## src/rtl/vic_pkg.sv

```systemverilog
/*
 * Constants for the vectored interrupt controller: source map, vector table
 * addresses, reset values and sequencer states.
 * Assumes one 100 MHz clock and an asynchronous active-low reset.
 */
package vic_pkg;
    // ---------------------------------------------------------------
    // Sizes
    // ---------------------------------------------------------------
    localparam int unsigned NUM_SRC   = 20;
    localparam int unsigned NUM_ENT   = 8;
    localparam int unsigned ENT_W     = 3;

    // ---------------------------------------------------------------
    // Source indices
    // ---------------------------------------------------------------
    localparam int unsigned SRC_TOVF1  = 0;
    localparam int unsigned SRC_TOVF2  = 1;
    localparam int unsigned SRC_CONV   = 2;
    localparam int unsigned SRC_CAPHLD = 3;
    localparam int unsigned SRC_CAPF6  = 4;
    localparam int unsigned SRC_TOUT0  = 5;   // 5..11 timed output events
    localparam int unsigned SRC_CAPZ   = 12;
    localparam int unsigned SRC_SWT0   = 13;  // 13..16 software timers
    localparam int unsigned SRC_SER0   = 17;  // 17..18 serial port
    localparam int unsigned SRC_EXT    = 19;

    // Entry (= priority level) of each source, index 0 in the low bits
    localparam logic [NUM_SRC*ENT_W-1:0] SRC_ENTRY = {
        3'h7, 3'h6, 3'h6, 3'h5, 3'h5, 3'h5, 3'h5, 3'h4,
        3'h3, 3'h3, 3'h3, 3'h3, 3'h3, 3'h3, 3'h3,
        3'h2, 3'h2, 3'h1, 3'h0, 3'h0};

    // ---------------------------------------------------------------
    // Vector table
    // ---------------------------------------------------------------
    localparam logic [15:0] VEC_BASE   = 16'h2000;
    localparam logic [15:0] VEC_TRAP   = 16'h2010;
    localparam logic [15:0] VEC_NMI    = 16'h0000;
    localparam logic [15:0] VEC_LAST   = 16'h2011;

    // ---------------------------------------------------------------
    // Reset values
    // ---------------------------------------------------------------
    localparam logic [7:0]  PEND_RST   = 8'h00;
    localparam logic [7:0]  MASK_RST   = 8'h00;
    localparam logic        GIE_RST    = 1'b0;

    // ---------------------------------------------------------------
    // Sequencer
    // ---------------------------------------------------------------
    typedef enum logic [2:0] {
        VIC_IDLE = 3'b000,
        VIC_PUSH = 3'b001,
        VIC_RDLO = 3'b010,
        VIC_RDHI = 3'b011,
        VIC_LOAD = 3'b100,
        VIC_POP  = 3'b101
    } vic_state_e;

    typedef enum logic [1:0] {
        VIC_K_HW   = 2'b00,
        VIC_K_TRAP = 2'b01,
        VIC_K_NMI  = 2'b10
    } vic_kind_e;
endpackage : vic_pkg

```

## src/rtl/vic_top.sv

```systemverilog
/*
 * Vectored interrupt controller: edge capture of twenty sources into eight
 * pending bits, masking, fixed priority, push, vector fetch and reload,
 * software trap, non-maskable entry and return.
 * Assumes the core raises cpu_boundary only between instructions and holds
 * trap_req / subroutine_exit_op until the sequencer answers with pc_load.
 */
`timescale 1ns/1ps

// Contract
// - Twenty sources share eight vector entries
// - Rising edge sets pending, level does not
// - Masked pending requests stay, never taken
// - Take pushes PC then loads vector
// - Vectors fetched 2000H-2011H, low byte even
// - Trap uses 2010H, outside arbitration
// - External input 200EH, priority seven highest
// - Serial 200CH prio6, timers 200AH prio5
// - Capture data 2004H, conversion 2002H
// - Timer overflow 2000H, lowest priority
// - Priority only orders simultaneous requests
// - Any handler may be interrupted again
// - Software reads/writes pending and mask
// - Return pops saved PC and resumes
// - NMI edge clears watchdog, jumps 0000H
// - Capture data on hold or sixth
// - Either timer wrap raises overflow request
module vic_top (
    input  wire logic                          clk,
    input  wire logic                          rstn,
    input  wire logic [vic_pkg::NUM_SRC-1:0]   src_evt,
    input  wire logic                          cap_sel_fifo6,
    input  wire logic [1:0]                    tovf_en,
    input  wire logic                          nmi,
    input  wire logic                          cpu_boundary,
    input  wire logic [15:0]                   pc_cur,
    input  wire logic                          trap_req,
    input  wire logic                          subroutine_exit_op,
    input  wire logic                          gie_set,
    input  wire logic                          gie_clr,
    input  wire logic                          pend_wr,
    input  wire logic [7:0]                    pend_wdata,
    input  wire logic                          mask_wr,
    input  wire logic [7:0]                    mask_wdata,
    output logic      [7:0]                    pend,
    output logic      [7:0]                    mask,
    output logic                               gie,
    output logic                               push_req,
    output logic      [15:0]                   push_data,
    input  wire logic                          push_ack,
    output logic                               pop_req,
    input  wire logic [15:0]                   pop_data,
    input  wire logic                          pop_ack,
    output logic                               vec_rd_req,
    output logic      [15:0]                   vec_rd_addr,
    input  wire logic [7:0]                    vec_rd_data,
    input  wire logic                          vec_rd_ack,
    output logic                               pc_load,
    output logic      [15:0]                   pc_load_data,
    output logic                               wdt_clear,
    output logic                               busy
);
    import vic_pkg::*;

    typedef struct packed {
        vic_state_e          st;
        vic_kind_e           kind;
        logic [ENT_W-1:0]    ent;
        logic [7:0]          pend;
        logic [7:0]          mask;
        logic                gie;
        logic [NUM_SRC-1:0]  prev;
        logic                nmi_prev;
        logic                nmi_pend;
        logic                wdt_clear;
        logic [15:0]         push_data;
        logic [15:0]         addr;
        logic [15:0]         vec;
    } vic_s;

    vic_s                    s_reg;
    vic_s                    s_next;
    logic [NUM_SRC-1:0]      qual;
    logic [NUM_SRC-1:0]      rise;
    logic [7:0]              ent_set;
    logic [7:0]              avail;
    logic [ENT_W-1:0]        win;
    logic                    hw_req;
    logic [7:0]              take_mask;

    // ---------------------------------------------------------------
    // Source qualification and edge capture
    // ---------------------------------------------------------------
    always_comb begin
        qual = src_evt;
        qual[SRC_CAPHLD] = src_evt[SRC_CAPHLD] & ~cap_sel_fifo6;
        qual[SRC_CAPF6]  = src_evt[SRC_CAPF6] & cap_sel_fifo6;
        qual[SRC_TOVF1]  = src_evt[SRC_TOVF1] & tovf_en[0];
        qual[SRC_TOVF2]  = src_evt[SRC_TOVF2] & tovf_en[1];
    end

    // A select change on a high source looks like an edge; software owns it
    genvar gi;
    generate
        for (gi = 0; gi < NUM_SRC; gi = gi + 1) begin : g_src
            assign rise[gi] = qual[gi] & ~s_reg.prev[gi];
        end
    endgenerate

    always_comb begin
        ent_set = 8'h00;
        for (int i = 0; i < NUM_SRC; i++) begin
            if (rise[i]) begin
                ent_set[SRC_ENTRY[i*ENT_W +: ENT_W]] = 1'b1;
            end
        end
    end

    // ---------------------------------------------------------------
    // Arbitration
    // ---------------------------------------------------------------
    always_comb begin
        avail  = s_reg.pend & s_reg.mask & {8{s_reg.gie}};
        hw_req = |avail;
        win    = 3'h0;
        // Highest entry wins; no in-service state blocks anyone
        for (int i = 0; i < NUM_ENT; i++) begin
            if (avail[i]) begin
                win = i[ENT_W-1:0];
            end
        end
    end

    // ---------------------------------------------------------------
    // Next state
    // ---------------------------------------------------------------
    always_comb begin
        s_next = s_reg;
        take_mask = 8'h00;
        s_next.prev = qual;
        s_next.nmi_prev = nmi;
        s_next.wdt_clear = 1'b0;
        if (nmi & ~s_reg.nmi_prev) begin
            s_next.nmi_pend  = 1'b1;
            s_next.wdt_clear = 1'b1;
        end
        if (gie_clr) begin
            s_next.gie = 1'b0;
        end else if (gie_set) begin
            s_next.gie = 1'b1;
        end
        if (mask_wr) begin
            s_next.mask = mask_wdata;
        end
        case (s_reg.st)
            VIC_IDLE: begin
                if (cpu_boundary & (s_reg.nmi_pend | trap_req | hw_req)) begin
                    s_next.st        = VIC_PUSH;
                    s_next.push_data = pc_cur;
                    if (s_reg.nmi_pend) begin
                        s_next.kind     = VIC_K_NMI;
                        s_next.nmi_pend = 1'b0;
                        s_next.vec      = VEC_NMI;
                    end else if (trap_req) begin
                        s_next.kind = VIC_K_TRAP;
                        s_next.addr = VEC_TRAP;
                    end else begin
                        s_next.kind = VIC_K_HW;
                        s_next.ent  = win;
                        // Entry n sits at base + 2n
                        s_next.addr = VEC_BASE + {12'h000, win, 1'b0};
                        take_mask[win] = 1'b1;
                    end
                end else if (subroutine_exit_op) begin
                    s_next.st = VIC_POP;
                end
            end
            VIC_PUSH: begin
                if (push_ack) begin
                    s_next.st = (s_reg.kind == VIC_K_NMI) ? VIC_LOAD : VIC_RDLO;
                end
            end
            VIC_RDLO: begin
                if (vec_rd_ack) begin
                    s_next.vec[7:0] = vec_rd_data;
                    s_next.addr     = s_reg.addr + 16'h0001;
                    s_next.st       = VIC_RDHI;
                end
            end
            VIC_RDHI: begin
                if (vec_rd_ack) begin
                    s_next.vec[15:8] = vec_rd_data;
                    s_next.st        = VIC_LOAD;
                end
            end
            VIC_POP: begin
                if (pop_ack) begin
                    s_next.vec = pop_data;
                    s_next.st  = VIC_LOAD;
                end
            end
            VIC_LOAD: begin
                s_next.st = VIC_IDLE;
            end
            default: begin
                s_next.st = VIC_IDLE;
            end
        endcase
        // A new edge beats both the take and a software write
        s_next.pend = ((pend_wr ? pend_wdata : s_reg.pend) & ~take_mask) | ent_set;
    end

    always_ff @(posedge clk or negedge rstn) begin
        if (!rstn) begin
            s_reg <= '{st: VIC_IDLE, kind: VIC_K_HW, ent: 3'h0,
                       pend: PEND_RST, mask: MASK_RST, gie: GIE_RST,
                       prev: '0, nmi_prev: 1'b0, nmi_pend: 1'b0,
                       wdt_clear: 1'b0, push_data: 16'h0000,
                       addr: 16'h0000, vec: 16'h0000};
        end else begin
            s_reg <= s_next;
        end
    end

    // ---------------------------------------------------------------
    // Outputs
    // ---------------------------------------------------------------
    assign pend         = s_reg.pend;
    assign mask         = s_reg.mask;
    assign gie          = s_reg.gie;
    assign push_req     = (s_reg.st == VIC_PUSH);
    assign push_data    = s_reg.push_data;
    assign pop_req      = (s_reg.st == VIC_POP);
    assign vec_rd_req   = (s_reg.st == VIC_RDLO) | (s_reg.st == VIC_RDHI);
    assign vec_rd_addr  = s_reg.addr;
    assign pc_load      = (s_reg.st == VIC_LOAD);
    assign pc_load_data = s_reg.vec;
    assign wdt_clear    = s_reg.wdt_clear;
    assign busy         = (s_reg.st != VIC_IDLE);
endmodule : vic_top

```

## config.mk

```make
export PLATFORM = sky130hd
export DESIGN_NAME = vic_top
export DESIGN_NICKNAME = d
export VERILOG_FILES = /design/src/rtl/vic_pkg.sv /design/src/rtl/vic_top.sv
export SDC_FILE = /design/constraint.sdc
export NUM_CORES = 1
export LEC_CHECK = 0
export BUFFER_PORTS_ARGS = -buffer_cell sky130_fd_sc_hd__buf_2
export CORE_MARGIN = 2
export CORE_UTILIZATION = 54
export CTS_CLUSTER_SIZE = 28
export DETAILED_ROUTE_END_ITERATION = 8
export PLACE_DENSITY = 0.86
export SYNTH_ARGS = -nofsm -noshare
export SYNTH_HDL_FRONTEND = slang
export SYNTH_SLANG_ARGS = --single-unit
```

## constraint.sdc

```tcl
create_clock -name clk -period 3.25 [get_ports clk]
set_clock_uncertainty 0.1 [all_clocks]
set_input_delay 0.1625 -clock clk [delete_from_list [all_inputs] [get_ports clk]]
set_output_delay 0.1625 -clock clk [all_outputs]
set_load 0.03 [all_outputs]
```

==> results of run 1 <==
-- cell type report --
| type | count | area [um^2] | share of cell area |
|---|---|---|---|
| Tap cell | 105 | 131 | 0.0226 |
| Clock buffer | 9 | 124 | 0.0213 |
| Multi-Input combinational cell | 250 | 1680 | 0.288 |
| Sequential cell | 93 | 2330 | 0.400 |
| Clock inverter | 7 | 87.6 | 0.0151 |
| Inverter | 21 | 78.8 | 0.0136 |
| Timing Repair Buffer | 221 | 1390 | 0.239 |
-- critical path, cell delays in order (launching register included) --
cell and delay (ns):
dfrtp_1 0.53, or4b_4 0.62, or2_1 0.26, a31oi_4 0.14
buf_4 0.21, or2b_1 0.32, o21ai_1 0.12, a32o_1 0.21
-- logic make-up (layout without fill, tap and decap cells) --
family / Yosys count / after routing / synth area share
XOR/XNOR: 9 / 9 / 0.0170
AND/OR/NAND/NOR: 113 / 113 / 0.118
adder cells (fa/ha/maj): 1 / 1 / 0.00270
AO/OA/AOI/OAI: 90 / 90 / 0.135
buffers and inverters: 102 / 258 / 0.137
flip-flops: 93 / 93 / 0.502
multiplexers: 37 / 37 / 0.0881
-- where the power goes --
part | total, uW | internal [uW] | switching, uW
clock | 825 | 376 | 449
sequential | 1680 | 1450 | 236
combinational | 1780 | 648 | 1130
-- metrics by stage --
stage	utilization	std cells	instance area, um^2	setup WS [ns]	hold slack (ns)
2_1_floorplan	-	445	4630	1.18	-0.233
3_3_place_gp	0.613	636	5060	0.751	0.182
3_5_place_dp	0.613	636	5060	0.657	0.185
4_1_cts	0.704	706	5820	0.636	0.00276
5_1_grt	0.704	706	5820	0.454	0.00465
6_report	0.704	706	5820	0.629	0.00995
-- how the worst min path moves through the flow --
stage | start | to | slack, ns | cells after the start
floorplan | rstn | gie | -0.23 | 0
global placement | src_evt[15] | s_reg[66] | 0.18 | 1
detailed placement | src_evt[9] | s_reg[60] | 0.18 | 1
CTS | pop_data[4] | pc_load_data[4] | 0.003 | 3
global route | pop_data[13] | pc_load_data[13] | 0.005 | 3
finish | pop_data[15] | pc_load_data[15] | 0.01 | 3
-- layer usage --
layer | vias to the layer above | part of all wire
met4 | 0 | 0.020
met5 | - | 0
li1 | 1789 | -
met3 | 23 | 0.077
met1 | 1859 | 0.37
met2 | 195 | 0.54
-- cells in the final DEF, fill, tap and decap left out, types with 3 or more instances in the layout --
cell,n
clkbuf_8,9
o221ai_1,3
inv_6,3
nand3_1,9
nor3b_1,3
a21oi_1,9
xor2_1,7
mux2i_1,7
o211ai_1,3
dlygate4sd3_1,54
a22o_1,5
o22ai_1,5
buf_2,161
and2_1,6
dfrtp_1,93
nor3_1,6
buf_4,6
inv_1,21
nand4_1,3
nand2_1,39
o2111ai_1,3
o21ai_0,24
a22oi_1,18
nor2_1,25
nand2b_1,6
mux2_2,30
nor2b_1,4
-- repair_timing --
item / CTS / global route
hold buffers: 54 / 0
hold endpoints to repair: 133 / 0
setup endpoints to repair: 0 / 0
gates resized for setup: 0 / 0
==> results_dict.tcl, run 1 <==
set metrics [dict create \
    status "finished, final reports clean" \
    fin_nets 689 \
    synth_top_area_cell "dfrtp_1" \
    die_x_um 96.6 \
    r2r_cells 7 \
    via_count 3866 \
    gr-usage-met3 0.0621 \
    path_max_fanout 16 \
    ant_nets 0 \
    syn_area_um2 4630 \
    grt_pass1_vias 4119 \
    drt_iter0_drc 210 \
    yosysSeqAreaShare 0.502 \
    synth_edf_count 0 \
    critPathCapture "vec_rd_addr[6]" \
    cts_root_buffer "clkbuf_8" \
    firstDrtPassIters 5 \
    place.gp.congestion 0.833 \
    reg2reg_slack_ns 0.63 \
    yosysMostFrequentCell "dfrtp_1" \
    required_ns 3.41 \
    startpoint "s_reg[95]" \
    peakVddDrop_mv 0.379 \
    min_period_ns 2.62 \
    report.final.slew_viol_count 0 \
    die_area_um2 9330 \
    rsz0062_at_grt "false" \
    drive_gt1_frac 0.364 \
    core_um2 8260 \
    io_buffer_count 162 \
    syn-num-nets 538 \
    max_cap_violations 0 \
    synth-warning-count 0 \
    grt_util_met1 0.303 \
    antenna_found_initial 0 \
    gr-total-overflow 0 \
    cp_data_arrival_time_ns 2.78 \
    grt_usage 0.263 \
    vias_per_cell 5.48 \
    rows 33 \
    relSlewSlack 0.324 \
    worstReg2RegStart "s_reg[95]" \
    num_io_pins 163 \
    synth-seq-cells 93 \
    setup_viol 0 \
    tightest_slew_ns 1.01 \
    start_util 0.561 \
    critPathLaunchType "flop" \
    yosysTopAreaCellShare 0.502 \
    syn_area_per_cell_um2 10.4 \
    largest_reg_flops 27 \
    synthTopCellsByArea "dfrtp_1, buf_4, mux2_2" \
    synth.distinct_cells 53 \
    grt_most_used_layer "met2" \
    p_per_area_nw_per_um2 737 \
    clock_tree.buffer_depth 2 \
    synth_flop_cell "dfrtp_1" \
    hold_viol 0 \
    timing_worst_setup_path_type "flop to flop" \
    grt_max_degree 81 \
    diodes 0 \
    clock_sinks 93 \
    n_fill_cell 582 \
    cts_tree "built" \
    period_share 0.807 \
    synthCells 445 \
    postCtsSetupRepairBufs 0 \
    cp-end-kind "flop" \
    synthTopCellsByCount "dfrtp_1, buf_4, nand2_1" \
    die_y_um 96.6 \
    clk_latency_ns 0.37 \
    h-tree-depth 3 \
    total_power_uw 4280 \
    met2_usage 0.474 \
    syn_to_final_growth_pct 25.6 \
    min_path_type "primary input to flop" \
    dpl.hpwl_mm 7.78 \
    leakage_uw 0.00282 \
    finalSetupTns_ns 0 \
    wl_per_cell_um 16.9 \
    async_flop_share 1.00 \
    cts_made_buffers 9 \
    r2r_end "vec_rd_addr[6]" \
    wl_mm 11.9 \
    drc 0 \
    maxClockFrequency_mhz 382 \
    grt_pass1_wl_mm 20.0 \
    clk_pin_slew_ns 0.11 \
]
No activity file was read; power rests on OpenSTA's default activity.
==> run 2: changes to the inputs <==
--- a/config.mk
+++ b/config.mk
@@ -5,12 +5,13 @@
 export SDC_FILE = /design/constraint.sdc
 export NUM_CORES = 1
 export LEC_CHECK = 0
+export ABC_AREA = 1
 export BUFFER_PORTS_ARGS = -buffer_cell sky130_fd_sc_hd__buf_2
 export CORE_MARGIN = 2
-export CORE_UTILIZATION = 54
+export CORE_UTILIZATION = 51
 export CTS_CLUSTER_SIZE = 28
 export DETAILED_ROUTE_END_ITERATION = 8
-export PLACE_DENSITY = 0.86
+export PLACE_DENSITY = 0.8
 export SYNTH_ARGS = -nofsm -noshare
 export SYNTH_HDL_FRONTEND = slang
 export SYNTH_SLANG_ARGS = --single-unit
==> constraint.sdc (replaced) <==
create_clock -name clk -period 2.45 [get_ports clk]
set_clock_uncertainty 0.1 [all_clocks]
set_input_delay 0.1225 -clock clk [delete_from_list [all_inputs] [get_ports clk]]
set_output_delay 0.1225 -clock clk [all_outputs]
set_load 0.03 [all_outputs]
==> results_dict.tcl, run 2 <==
set metrics [dict create \
    final_util 0.653 \
    setup_viol 0 \
    p_per_area_nw_per_um2 898 \
    syn_area_per_cell_um2 8.13 \
    total_power_uw 5700 \
    hold_viol 0 \
    leakage_uw 0.00345 \
    io_buffer_count 162 \
    clock_tree.buffer_depth 2 \
    period_share 0.815 \
    cp_data_arrival_time_ns 2.14 \
    report.final.slew_viol_count 0 \
    required_ns 2.60 \
    dpl.hpwl_mm 8.72 \
    via_count 4537 \
    met2_usage 0.429 \
    reg2reg_slack_ns 0.45 \
    slowest_delay_ns 0.62 \
    pwr-share-clk 0.196 \
    status "finished, final reports clean" \
    layout_commonest_cell "nand2_1" \
    synthTopCellsByCount "nand2_1, dfrtp_1, buf_4" \
    critPathLaunchType "flop" \
    largest_reg_flops 27 \
    ant_nets 0 \
    p_seq_frac 0.370 \
    path_common_cell "nand2_1" \
    maxClockFrequency_mhz 501 \
    die_x_um 104 \
    antenna_found_initial 0 \
    wl_mm 12.7 \
    min_period_ns 2.00 \
    synth-warning-count 0 \
    clk_latency_ns 0.36 \
    tightest_slew_ns 0.650 \
    num_io_pins 163 \
    clk_pin_slew_ns 0.09 \
    core_um2 9730 \
    async_flop_share 1.00 \
    r2r_cells 9 \
    slowest_stage "dfrtp_1" \
    synth.distinct_cells 42 \
    drc 0 \
    p_int_uw 3170 \
    place.gp.congestion 0.864 \
    rsz0062_at_grt "false" \
    synth-seq-cells 93 \
    dpl_cell_area_um2 5550 \
    cts_tree "built" \
    vias_per_cell 4.92 \
    synthTopCellsByArea "dfrtp_1, nand2_1, buf_4" \
    yosysMostFrequentCell "nand2_1" \
    postCtsSetupRepairBufs 0 \
    gr-total-overflow 0 \
    cts_root_buffer "clkbuf_8" \
    grt_util_met1 0.290 \
    synth_flop_cell "dfrtp_1" \
    syn_area_um2 5090 \
    max_cap_violations 0 \
    layout_common_cells "nand2_1, buf_2, dfrtp_1, dlygate4sd3_1, nand3_1" \
    drive_gt1_frac 0.278 \
    register_area_um2 2330 \
    cts_made_buffers 9 \
    relSlewSlack 0.566 \
    yosysSeqAreaShare 0.457 \
    peakVddDrop_mv 0.411 \
    p_sw_uw 2530 \
    rows 36 \
    fin_nets 878 \
    yosysTopAreaCellShare 0.457 \
    fin_area_um2 6350 \
    grt_most_used_layer "met2" \
    grt_max_degree 51 \
    wl_per_cell_um 13.8 \
    firstDrtPassIters 4 \
    dp_slack_ns 0.490 \
    die_area_um2 10800 \
    finalSetupTns_ns 0 \
    n_fill_cell 790 \
    h-tree-depth 3 \
    crit_chain "nand3_2, nand2_1, nor2_4, nand3_4, nand2_4, nor2_8, inv_4, nand2_1, o21ai_0" \
    die_y_um 104 \
    syn_to_final_growth_pct 24.8 \
    synth_edf_count 0 \
    drt_iter0_drc 213 \
    min_path_type "primary input to flop" \
    swShare 0.444 \
    cts_hold_buf 59 \
    diodes 0 \
    startpoint "gie" \
    timing_worst_setup_path_type "flop to flop" \
    cts_resized 0 \
    synth_top_area_cell "dfrtp_1" \
    critPathCapture "s_reg[91]" \
    gr-usage-met3 0.0489 \
    worstReg2RegStart "gie" \
    cp-end-kind "flop" \
    grt_pass1_wl_mm 21.3 \
    comb_power_share 0.434 \
    timing.final.ws_setup_ns 0.453 \
    start_util 0.523 \
    synthCells 626 \
    clock_sinks 93 \
    multi_input_comb_area_um2 1980 \
    syn-num-nets 719 \
    grt_pass1_vias 4715 \
    grt_usage 0.241 \
    r2r_end "s_reg[91]" \
    path_max_fanout 19 \
]
run 2: area by class of cell:
cell class,instances,area share
clock buffers,10,0.0201
multi-input cells,399,0.311
well taps,133,0.0262
inverters,57,0.0349
repair buffers,225,0.228
clock inverters,6,0.0136
flip-flops and latches,93,0.366
run 2: how the worst min path moves through the flow:
stage                     cells past startpoint     startpoint  slack, ns         endpoint
after floorplan                               0           rstn      -0.27              gie
after global placement                        1           rstn       0.08  pc_load_data[3]
after detailed placement                      1           rstn       0.09  pc_load_data[3]
after CTS                                     5    pop_data[9]      0.006  pc_load_data[9]
after global routing                          5  pend_wdata[6]       0.04          pend[6]
final                                         5    pop_data[9]       0.02  pc_load_data[9]
run 2: stage by stage:
stage                     hold WS (ns)  std cells
after detailed placement        0.0854        848
after floorplan                 -0.273        626
after global routing            0.0393        923
after CTS                      0.00569        923
after global placement          0.0767        848
final                           0.0226        923
run 2: critical path: cells and delay by family (launching register included):
family | cells | cell delay [ns]
compound gates | 1 | 0.08
buf+inv | 1 | 0.14
flops | 1 | 0.62
simple gates | 7 | 0.94
run 2: cell families (layout without fill, tap and decap cells):
logic type,Yosys count,count (layout),synth area share
DFF,93,93,0.457
AOI/OAI and AO/OA,44,44,0.0484
and+or+nand+nor,334,334,0.299
adders and majority gates,1,1,0.00246
muxes,9,9,0.0197
buffers and inverters,134,298,0.154
xor gates and xnor gates,11,11,0.0189
run 2: power by group through the flow:
stage                     sequential (uW)  combinational (uW)  clock (uW)
after CTS                            2100                2470        1150
after detailed placement             2130                2390           0
after global placement               2120                2330           0
after floorplan                      2070                2120           0
after global routing                 2150                2730        1200
final                                2110                2470        1120
run 2: metal layers:
layer	share of wire	vias up
met5	0	-
met4	0.020	0
met3	0.060	27
met2	0.51	166
met1	0.41	2115
li1	-	2229
==> run 3: changes to the inputs <==
==> constraint.sdc (replaced) <==
create_clock -name clk -period 1.93 [get_ports clk]
set_clock_uncertainty 0.1 [all_clocks]
set_input_delay 0.0965 -clock clk [delete_from_list [all_inputs] [get_ports clk]]
set_output_delay 0.0965 -clock clk [all_outputs]
set_load 0.03 [all_outputs]
==> results_dict.tcl, run 3 (synthesized netlist as in run 2, its figures left out) <==
set metrics [dict create \
    ant_nets 0 \
    die_y_um 104 \
    core_um2 9730 \
    leakage_uw 0.00359 \
    setup_viol 0 \
    fin_hold_ws_ns 0.0264 \
    clk_latency_ns 0.36 \
    dp_slack_ns -0.0313 \
    relSlewSlack 0.734 \
    wl_per_cell_um 14.3 \
    path_max_fanout 15 \
    layout_common_cells "nand2_1, buf_2, dfrtp_1, dlygate4sd3_1, nand3_1" \
    critPathLaunchType "flop" \
    peakVddDrop_mv 0.594 \
    rows 36 \
    clock_tree.buffer_depth 2 \
    io_buffer_count 162 \
    tightest_slew_ns 0.400 \
    timing_worst_setup_path_type "flop to output port" \
    start_util 0.523 \
    h-tree-depth 3 \
    maxClockFrequency_mhz 547 \
    fin_area_um2 6670 \
    period_share 0.948 \
    final_util 0.685 \
    worstHoldStart "src_evt[1]" \
    gr-total-overflow 0 \
    p_per_area_nw_per_um2 1130 \
    cts_made_buffers 9 \
    min_period_ns 1.83 \
    dpl_cell_area_um2 5590 \
    diodes 0 \
    fin_nets 909 \
    via_count 4734 \
    required_ns 1.73 \
    die_x_um 104 \
    clock_sinks 93 \
    num_io_pins 163 \
    place.gp.congestion 0.884 \
    drive_gt1_frac 0.285 \
    antenna_found_initial 0 \
    grt_max_degree 43 \
    layout_commonest_cell "nand2_1" \
    grt_pass1_vias 4826 \
    hold_viol 0 \
    grt_pass1_wl_mm 22.5 \
    vias_per_cell 4.97 \
    finalSetupTns_ns 0 \
    grt_usage 0.258 \
    report.final.slew_viol_count 0 \
    wl_mm 13.7 \
    syn_to_final_growth_pct 31.0 \
    dpl.hpwl_mm 8.70 \
    startpoint "s_reg[95]" \
    drt_iter0_drc 237 \
    cts_root_buffer "clkbuf_8" \
    n_fill_cell 775 \
    worstReg2RegStart "gie" \
    status "finished, final reports clean" \
    drc 0 \
    largest_reg_flops 27 \
    min_path_type "primary input to flop" \
    clk_pin_slew_ns 0.09 \
    timing.final.ws_setup_ns 0.101 \
    cp-end-kind "output port" \
    cp_data_arrival_time_ns 1.63 \
    cts_tree "built" \
    max_cap_violations 0 \
    die_area_um2 10800 \
    firstDrtPassIters 5 \
]
==> run 3: cell count changes in the layout (fill, tap and decap cells not counted), moves of 2 or more <==
| cell | before | now |
|---|---|---|
| buf_4 | 4 | 13 |
| dfrtp_1 | 93 | 91 |
| dfrtp_2 | 0 | 2 |
| buf_12 | 1 | 3 |
| dlygate4sd3_1 | 59 | 77 |
==> run 3: final cells by class <==
type / count / area, um^2 / area share
multi-input combinational: 399 / 1990 / 0.299
clock buffer: 11 / 131 / 0.0197
sequential: 93 / 2330 / 0.349
tap: 133 / 166 / 0.0250
inverter: 57 / 221 / 0.0332
clock inverter: 4 / 73.8 / 0.0111
timing repair buffer: 256 / 1750 / 0.263
==> run 3: report_power, final <==
| part | switching (uW) | leakage [uW] | total (uW) | internal [uW] |
|---|---|---|---|---|
| Clock | 668 | 0.000103 | 1390 | 725 |
| Combinational | 2260 | 0.00233 | 3420 | 1160 |
| Sequential | 337 | 0.00116 | 2700 | 2360 |
==> run 3: repair_timing <==
item,4_1_cts,5_1_grt
setup endpoints to repair,5,24
setup buffers,0,7
endpoints found under the hold margin,164,0
pin swaps,0,3
resized for setup,3,5
hold buffers,77,0
==> run 3: through the flow <==
| stage | std cells | power [uW] |
|---|---|---|
| after detailed placement | 854 | 5770 |
| after floorplan | 626 | 5320 |
| final | 953 | 7510 |
| after global placement | 854 | 5680 |
| after CTS | 946 | 7310 |
| after global routing | 953 | 8000 |
==> run 3: final timing paths <==
check / slack [ns] / cells after the start / end
max: 0.10 / 5 / vec_rd_req
min: 0.03 / 4 / pend[0]
max reg2reg: 0.11 / 10 / push_data[15]
min reg2reg: 0.32 / 1 / wdt_clear
max in group asynchronous: 1.06 / 3 / s_reg[93]
min in group asynchronous: 0.10 / 2 / pc_load_data[7]
==> run 3: per-layer routing <==
metal / share of wire / global-route usage / vias to the layer above / wire length, um
met4: 0.024 / 0.0907 / 0 / 331
met5: 0 / 0 / - / 0
li1: - / - / 2300 / -
met1: 0.39 / 0.293 / 2214 / 5370
met2: 0.52 / 0.471 / 189 / 7130
met3: 0.062 / 0.0614 / 31 / 841
==> run 3: worst max-delay path: stages, from the launching register on <==
cell and delay, ns:
dfrtp_1 0.45, nor2_4 0.18, nand2_2 0.15, buf_4 0.23, nand2_1 0.08, buf_2 0.19
